**src/hdl/adc_ctrl_pkg.sv**
```systemverilog
// Package: constants and types for the converter control block.
// Assumes a single 250 MHz clock domain.
package adc_ctrl_pkg;

  // ****************************************************************
  // Timing
  // ****************************************************************
  localparam int unsigned CLK_PERIOD_PS  = 4000;
  localparam int unsigned POWER_UP_NS_X10 = 15;    // 1.5 us in 100 ns
  localparam int unsigned CONV_TIME_NS_X10 = 45;   // 4.5 us in 100 ns
  // Least time rounds up, longest rounds down
  localparam int unsigned POWER_UP_CYCLES =
    (POWER_UP_NS_X10 * 100000 + CLK_PERIOD_PS - 1) / CLK_PERIOD_PS;
  localparam int unsigned CONV_CYCLES =
    (CONV_TIME_NS_X10 * 100000) / CLK_PERIOD_PS;

  // ****************************************************************
  // Widths and reset values
  // ****************************************************************
  localparam int unsigned RESULT_WIDTH = 8;
  localparam int unsigned BIT_STEPS    = 8;
  localparam logic [7:0]  RESULT_RESET = 8'h00;

  typedef enum logic [4:0] {
    ST_DOWN  = 5'b0_0001,
    ST_PWRUP = 5'b0_0010,
    ST_IDLE  = 5'b0_0100,
    ST_CONV  = 5'b0_1000,
    ST_DONE  = 5'b1_0000
  } ctrl_state_t;

endpackage

```
**src/hdl/result_if.sv**
```systemverilog
// Interface: result word passing from the controller to the buffer.
// Assumes both ends run on the same clock.
interface result_if #(parameter int unsigned WIDTH = 8);
  logic             valid;
  logic             ready;
  logic [WIDTH-1:0] data;
  modport source (output valid, output data, input ready);
  modport sink   (input valid, input data, output ready);
endinterface

```
**src/hdl/result_buffer.sv**
```systemverilog
// Two-entry skid buffer holding conversion results.
// Assumes one clock and an active-low asynchronous reset.
module result_buffer #(
  parameter int unsigned WIDTH = 8
) (
  input  wire logic             i_clock,
  input  wire logic             i_nrst,
  result_if.sink                up,
  input  wire logic             i_ready,
  output logic                  o_valid,
  output logic [WIDTH-1:0]      o_data
);

  typedef struct packed {
    logic [1:0]       count;
    logic [WIDTH-1:0] word0;
    logic [WIDTH-1:0] word1;
  } buf_state_t;

  buf_state_t state;
  buf_state_t next_state;
  logic       push;
  logic       pop;

  // ****************************************************************
  // Handshakes
  // ****************************************************************
  // Ready only while a slot is free, so the source stalls when full
  assign up.ready = (state.count != 2'd2);
  assign o_valid  = (state.count != 2'd0);
  assign o_data   = state.word0;
  assign push     = up.valid && up.ready;
  assign pop      = o_valid && i_ready;

  // Next state of the two slots
  always_comb begin
    next_state = state;
    if (pop) begin
      next_state.word0 = state.word1;
    end
    if (push) begin
      if (state.count == 2'd0 || (state.count == 2'd1 && pop)) begin
        next_state.word0 = up.data;
      end else begin
        next_state.word1 = up.data;
      end
    end
    next_state.count = 2'(state.count + {1'b0, push} - {1'b0, pop});
  end

  always_ff @(posedge i_clock or negedge i_nrst) begin
    if (!i_nrst) begin
      state <= '0;
    end else begin
      state <= next_state;
    end
  end

endmodule

```
**src/hdl/adc_ctrl.sv**
```systemverilog
// Control logic of an 8-bit sampling converter with a parallel read port.
// Assumes the comparator answer comes from the analog core on this clock,
// and that pin inputs are asynchronous to it.
//
// What this block does
// RULE1 - A rising trigger edge starts an internal low pulse of 1.5 us for power-up.
// RULE2 - A falling trigger edge starts a conversion, or waits for the pulse to end.
// RULE3 - At the end of a conversion the trigger level is sampled for power-down.
// RULE4 - With select and read both low the result is driven onto the bus.
// RULE5 - Busy is high for the whole conversion and low when it completes.
// RULE6 - The eight result outputs are released whenever reading is not enabled.
// RULE7 - At the end of a conversion the track/hold goes back to tracking.
// RULE8 - The host waits the acquisition time before the next trigger.
// RULE9 - A conversion completes within 4.5 us of its start.
// RULE10 - After power-on the block is powered down until a rising trigger edge; trig_sync resets to 000, so a trigger high out of reset also powers it up.
// RULE11 - The result is straight binary, one step per LSB of reference/256.
// RULE12 - Trigger low at completion powers down; trigger high stays powered.
module adc_ctrl (
  input  wire logic       i_clock,
  input  wire logic       i_nrst,
  input  wire logic       i_conversion_trigger_n,
  input  wire logic       i_select_n,
  input  wire logic       i_read_n,
  input  wire logic       i_comparator,
  output logic            o_busy,
  output logic            o_powered,
  output logic            o_track,
  output logic [7:0]      o_dac_code,
  output logic [7:0]      o_result_bus,
  output logic [7:0]      o_result_bus_oe,
  output logic            o_result_valid
);

  localparam int unsigned PU_W = $clog2(adc_ctrl_pkg::POWER_UP_CYCLES + 1);
  localparam int unsigned CV_W = $clog2(adc_ctrl_pkg::CONV_CYCLES + 1);
  localparam int unsigned STEP_CYCLES =
    adc_ctrl_pkg::CONV_CYCLES / adc_ctrl_pkg::BIT_STEPS;

  initial begin
    if (STEP_CYCLES < 1) begin
      $error("Conversion time too short for the bit steps");
    end
  end

  typedef struct packed {
    adc_ctrl_pkg::ctrl_state_t fsm;
    logic [2:0]                trig_sync;   // Two sync stages plus last
    logic [2:0]                sel_rd_sync0;
    logic [1:0]                sel_rd_sync1;
    logic [PU_W-1:0]           pu_count;
    logic                      fall_pending;
    logic [CV_W-1:0]           conv_count;
    logic [2:0]                bit_index;
    logic [7:0]                trial;
    logic [7:0]                result;
    logic                      push;
  } ctrl_t;

  ctrl_t state;
  ctrl_t next_state;
  logic  trig;
  logic  trig_rise;
  logic  trig_fall;
  logic  read_en;
  logic  step_edge;

  result_if #(.WIDTH(adc_ctrl_pkg::RESULT_WIDTH)) res_link ();

  // ****************************************************************
  // Pin synchronisers and edges
  // ****************************************************************
  // Only the second and third stages are looked at
  assign trig      = state.trig_sync[1];
  assign trig_rise = state.trig_sync[1] && !state.trig_sync[2];
  assign trig_fall = !state.trig_sync[1] && state.trig_sync[2];
  assign read_en   = !state.sel_rd_sync1[0] && !state.sel_rd_sync1[1];
  assign step_edge = (state.conv_count % STEP_CYCLES) == (STEP_CYCLES - 1);

  // ****************************************************************
  // Control sequence
  // ****************************************************************
  always_comb begin
    next_state = state;
    next_state.push = 1'b0;
    next_state.trig_sync = {state.trig_sync[1:0], i_conversion_trigger_n};
    next_state.sel_rd_sync0 = {1'b0, i_read_n, i_select_n};
    next_state.sel_rd_sync1 = state.sel_rd_sync0[1:0];
    // Remember a fall seen while the power-up pulse still runs
    if (trig_fall) begin
      next_state.fall_pending = 1'b1;
    end
    unique case (state.fsm)
      adc_ctrl_pkg::ST_DOWN: begin
        if (trig_rise) begin // RULE10
          next_state.fsm = adc_ctrl_pkg::ST_PWRUP;
          next_state.pu_count = '0; // RULE1
          next_state.fall_pending = 1'b0;
        end
      end
      adc_ctrl_pkg::ST_PWRUP: begin
        next_state.pu_count = PU_W'(state.pu_count + 1'b1); // RULE1
        if (32'(state.pu_count) == adc_ctrl_pkg::POWER_UP_CYCLES - 1) begin
          // Pulse over: start now if the fall already came
          next_state.fsm = (state.fall_pending || trig_fall) ?
                           adc_ctrl_pkg::ST_CONV : adc_ctrl_pkg::ST_IDLE; // RULE2
          next_state.conv_count = '0;
          next_state.bit_index = 3'd7;
          next_state.trial = 8'h80;
          next_state.fall_pending = 1'b0;
        end
      end
      adc_ctrl_pkg::ST_IDLE: begin
        next_state.fall_pending = 1'b0;
        if (trig_fall) begin // RULE2
          next_state.fsm = adc_ctrl_pkg::ST_CONV;
          next_state.conv_count = '0;
          next_state.bit_index = 3'd7;
          next_state.trial = 8'h80;
        end
      end
      adc_ctrl_pkg::ST_CONV: begin
        next_state.fall_pending = 1'b0;
        next_state.conv_count = CV_W'(state.conv_count + 1'b1); // RULE9
        if (step_edge) begin
          // Keep or drop the trial bit, then try the next one down
          if (!i_comparator) begin // RULE11
            next_state.trial[state.bit_index] = 1'b0;
          end
          if (state.bit_index != 3'd0) begin
            next_state.bit_index = 3'(state.bit_index - 1'b1);
            next_state.trial[3'(state.bit_index - 1'b1)] = 1'b1;
          end else begin
            next_state.fsm = adc_ctrl_pkg::ST_DONE;
            next_state.result = next_state.trial;
            next_state.push = 1'b1;
          end
        end
      end
      adc_ctrl_pkg::ST_DONE: begin
        // One cycle to decide power; the word waits here on back-pressure
        if (res_link.ready || !state.push) begin
          next_state.push = 1'b0;
          next_state.fsm = trig ? adc_ctrl_pkg::ST_IDLE   // RULE12
                                : adc_ctrl_pkg::ST_DOWN;  // RULE3
        end else begin
          next_state.push = 1'b1;
        end
      end
      default: next_state.fsm = adc_ctrl_pkg::ST_DOWN;
    endcase
  end

  // Powered down at reset, standing in for supply connection
  always_ff @(posedge i_clock or negedge i_nrst) begin
    if (!i_nrst) begin
      state <= '{fsm: adc_ctrl_pkg::ST_DOWN, // RULE10
                 trig_sync: 3'b000, sel_rd_sync0: 3'b011,
                 sel_rd_sync1: 2'b11, pu_count: '0,
                 fall_pending: 1'b0, conv_count: '0,
                 bit_index: 3'd7, trial: 8'h00,
                 result: adc_ctrl_pkg::RESULT_RESET, push: 1'b0};
    end else begin
      state <= next_state;
    end
  end

  // ****************************************************************
  // Result path and outputs
  // ****************************************************************
  assign res_link.valid = state.push && (state.fsm == adc_ctrl_pkg::ST_DONE);
  assign res_link.data  = state.result;

  logic [7:0] buf_data;

  result_buffer #(.WIDTH(adc_ctrl_pkg::RESULT_WIDTH)) u_buffer (
    .i_clock (i_clock),
    .i_nrst  (i_nrst),
    .up      (res_link),
    .i_ready (read_en),
    .o_valid (o_result_valid),
    .o_data  (buf_data)
  );

  assign o_busy   = (state.fsm == adc_ctrl_pkg::ST_CONV); // RULE5
  assign o_powered = (state.fsm != adc_ctrl_pkg::ST_DOWN);
  assign o_track  = (state.fsm != adc_ctrl_pkg::ST_CONV); // RULE7
  assign o_dac_code = state.trial;
  // Newest result when none waits in the buffer
  assign o_result_bus = o_result_valid ? buf_data : state.result; // RULE4
  assign o_result_bus_oe = {8{read_en}}; // RULE6

endmodule

```
**config.mk**
```make
export PLATFORM = sky130hd
export DESIGN_NAME = adc_ctrl
export DESIGN_NICKNAME = d
export VERILOG_FILES = /design/src/hdl/adc_ctrl_pkg.sv /design/src/hdl/result_if.sv /design/src/hdl/result_buffer.sv /design/src/hdl/adc_ctrl.sv
export SDC_FILE = /design/constraint.sdc
export NUM_CORES = 1
export LEC_CHECK = 0
export ABC_AREA = 1
export BUFFER_PORTS_ARGS = -buffer_cell sky130_fd_sc_hd__buf_2
export CORE_MARGIN = 5
export CORE_UTILIZATION = 40
export CTS_BUF_LIST = sky130_fd_sc_hd__clkbuf_4 sky130_fd_sc_hd__clkbuf_8
export DETAILED_ROUTE_END_ITERATION = 8
export GPL_TIMING_DRIVEN = 0
export PLACE_DENSITY = 0.59
export REMOVE_ABC_BUFFERS = 1
export SYNTH_ARGS = -nofsm -noshare
export SYNTH_HDL_FRONTEND = slang
export SYNTH_HIERARCHICAL = 1
export SYNTH_SLANG_ARGS = --single-unit
```
**constraint.sdc**
```tcl
create_clock -name i_clock -period 4 [get_ports i_clock]
set_input_delay 0.6 -clock i_clock [delete_from_list [all_inputs] [get_ports i_clock]]
set_output_delay 0.6 -clock i_clock [all_outputs]
set_load 0.03 [all_outputs]
```
==> flow_summary.ini <==
[detailed_routing]
wl_met3_um = 350
drt_iter0_markers = 176
drt_wl_total_mm = 10.6
drc = 0
ant_nets = 0
wl_met2_mm = 5.27
vias = 4183
wire_per_inst_um = 12.4
first_pass_iters = 4
top_layer_used = met4
wirelength_met1_mm = 4.85
viasPerCell = 4.89

[sta]
slew_violations = 0
clock_skew_ns = 0.0158
final.min_clock_period_ns = 3.76
max_freq_mhz = 266
setup_viol = 0
max_slew_margin = 0.221
tightest_slew_ns = 1.16
tns_ns = 0
hold_viol_final = 0
period_share = 0.939

[synthesis]
synthArstFlopShare = 1.00
synth_area_per_cell_um2 = 7.10
seq_area_frac_synth = 0.374
synth_cell_types = 42
ys_seq_elements = 71
syn_inst = 674
yosysWarnings = 6
synth_ff_type = dfrtp_1
synth_edf_count = 0
syn_area_um2 = 4780

[finish]
mostFrequentLayoutCells = nand2_1 (176), inv_1 (100), dfrtp_1 (59)
final_layout_size_suffix_gt1_frac = 0.210
area_delta_synth_final_pct = 12.1
stdcell_count = 855
final_common_cell = nand2_1
fin_nets = 717
finalCoreUtilization = 0.452
diodes = 0

[power_and_ir_drop]
clockPowerShare = 0.253
p_sw_mw = 0.795
seqPwrFrac = 0.428
peakVddDrop_v = 0.000163
combinationalPowerShare = 0.319
intPower_mw = 1.24
power.share.switching = 0.391
p_leak_nw = 2.80
power.density_nw_per_um2 = 379

[critical_path]
critPathKind = register to register
path_max_fanout = 8
cp.required_ns = 4.23
crit_path_end_kind = register
r2r_cells = 25
critPathLaunchType = register
timing.rr.end = res_link.data[6]
r2r_slack_ns = 0.24
arrival_ns = 3.99
r2r_start = state[28]

[die]
start_util = 0.403
dieHeight_um = 119
core_area_um2 = 11900
die_x_um = 119
ios = 34
placementRows = 40
floorplan.die_area_um2 = 14200

[global_route]
antenna_found_initial = 0
grt_max_degree = 38
grt-ovfl-total = 0
grtUsageTotal = 0.153
grt_pass1_vias = 4009
grt_pass1_wl_mm = 18.2

[clocking]
cts_htree_levels = 3
cts_tree = built
cts_inserted_buffers = 9
cts.sinks = 71
clk_path_buf_depth = 2
cts.reportedPaths.clkPinSlew_ns = 0.08
clk_latency_ns = 0.35
root_buffer = clkbuf_8

[placement]
gp_congestion = 0.838
hpwl_mm = 7.95
placedCellCount = 824
port_buffers = 33

[status]
status = finished, final reports clean

[worst_hold_path]
hold_class = input port to async pin

[run]
drv_cap = 0
## power groups by stage
| stage | sequential [mW] | clock [mW] | combinational (mW) |
|---|---|---|---|
| after CTS | 0.870 | 0.538 | 0.644 |
| after global routing | 0.882 | 0.569 | 0.744 |
| final | 0.871 | 0.515 | 0.649 |
| after floorplan | 0.913 | 0 | 0.420 |
| after global placement | 0.881 | 0 | 0.624 |
| after detailed placement | 0.884 | 0 | 0.642 |
## cell usage after synthesis (5+ instances only)
master	count	share of area
ha_1	8	0.021
o21ai_1	12	0.013
dfstp_2	8	0.044
nor3_1	12	0.013
o21ai_0	38	0.040
buf_4	25	0.039
nand3_1	39	0.041
a21oi_1	20	0.021
dfrtp_1	63	0.33
nor2_1	50	0.039
nand2_2	20	0.026
nand4_1	22	0.029
inv_2	11	0.0086
nor2_2	5	0.0065
nand3_2	5	0.010
nand2_1	182	0.14
xor2_1	9	0.016
inv_1	100	0.078
## how the worst max path moves through the flow
stage	cells after the start	startpoint	slack, ns	to
after detailed placement	25	state[28]	-0.03	o_dac_code[3]
after CTS	25	state[28]	0.04	o_dac_code[3]
after global placement	25	state[26]	0.07	o_dac_code[3]
after global routing	29	state[28]	-0.02	o_dac_code[5]
final	25	state[28]	0.24	res_link.data[6]
after floorplan	9	state[41]	-1.14	u_buffer/state[17]
## sequential cells by signal, summed over array words and instances, names as in the netlist
| signal | cells |
|---|---|
| u_buffer/state | 10 |
| next_state | 4 |
| o_dac_code | 8 |
| res_link.data | 8 |
| u_buffer/o_data | 8 |
| state | 33 |
## cells by family after synthesis
family / synth area share
buffers and inverters: 0.136
AOI/OAI and AO/OA: 0.110
adders and majority gates: 0.0209
DFF: 0.374
and+or+nand+nor: 0.340
xor gates and xnor gates: 0.0201
## layout make-up
cell class / instances / area [um^2]
inverter: 114 / 430
sequential: 71 / 1790
fill: 1202 / 6500
clock buffer: 13 / 154
multi-input combinational: 459 / 2480
tap: 147 / 184
clock inverter: 3 / 15.0
timing repair buffer: 48 / 305
## stage by stage
step	setup WS (ns)	total power, mW	cell area (um^2)	hold slack [ns]
CTS	0.0382	2.05	5130	0.204
finish	0.244	2.03	5360	0.202
global placement	0.0695	1.51	4910	0.337
detailed placement	-0.0273	1.53	4930	0.339
global route	-0.0181	2.20	5360	0.230
floorplan	-1.14	1.33	4560	0.304
## layer usage
metal  GRT usage  up-vias
li1            -     2177
met3      0.0361       12
met4      0.0472        0
met5           0        -
met1       0.191     1937
met2       0.262       57
## worst max-delay path, cell delays in order, from the launching register on
cell and delay (ns):
dfrtp_2 0.46, nor2_4 0.15, nand3_4 0.10, ha_4 0.23
o21bai_4 0.18, inv_2 0.07, a21oi_4 0.16, nand3_4 0.11
nand2_1 0.09, nand2_2 0.10, inv_4 0.09, nand2_2 0.06
nor2_2 0.09, nand2_2 0.11, buf_4 0.15, nand4_1 0.06
nand2_1 0.11, o21ai_2 0.16, nand2_2 0.10, a21oi_1 0.17
nand3_2 0.10, nor2_4 0.17, nand3_4 0.13, buf_12 0.18
nor2_4 0.18, o21ai_0 0.10
## repair_timing
action,4_1_cts,5_1_grt
setup endpoints to repair,9,24
gates cloned,0,1
setup buffers,1,13
pin swaps,3,16
resized for setup,5,27
hold buffers,0,0
(Power assumes the default switching activity.)
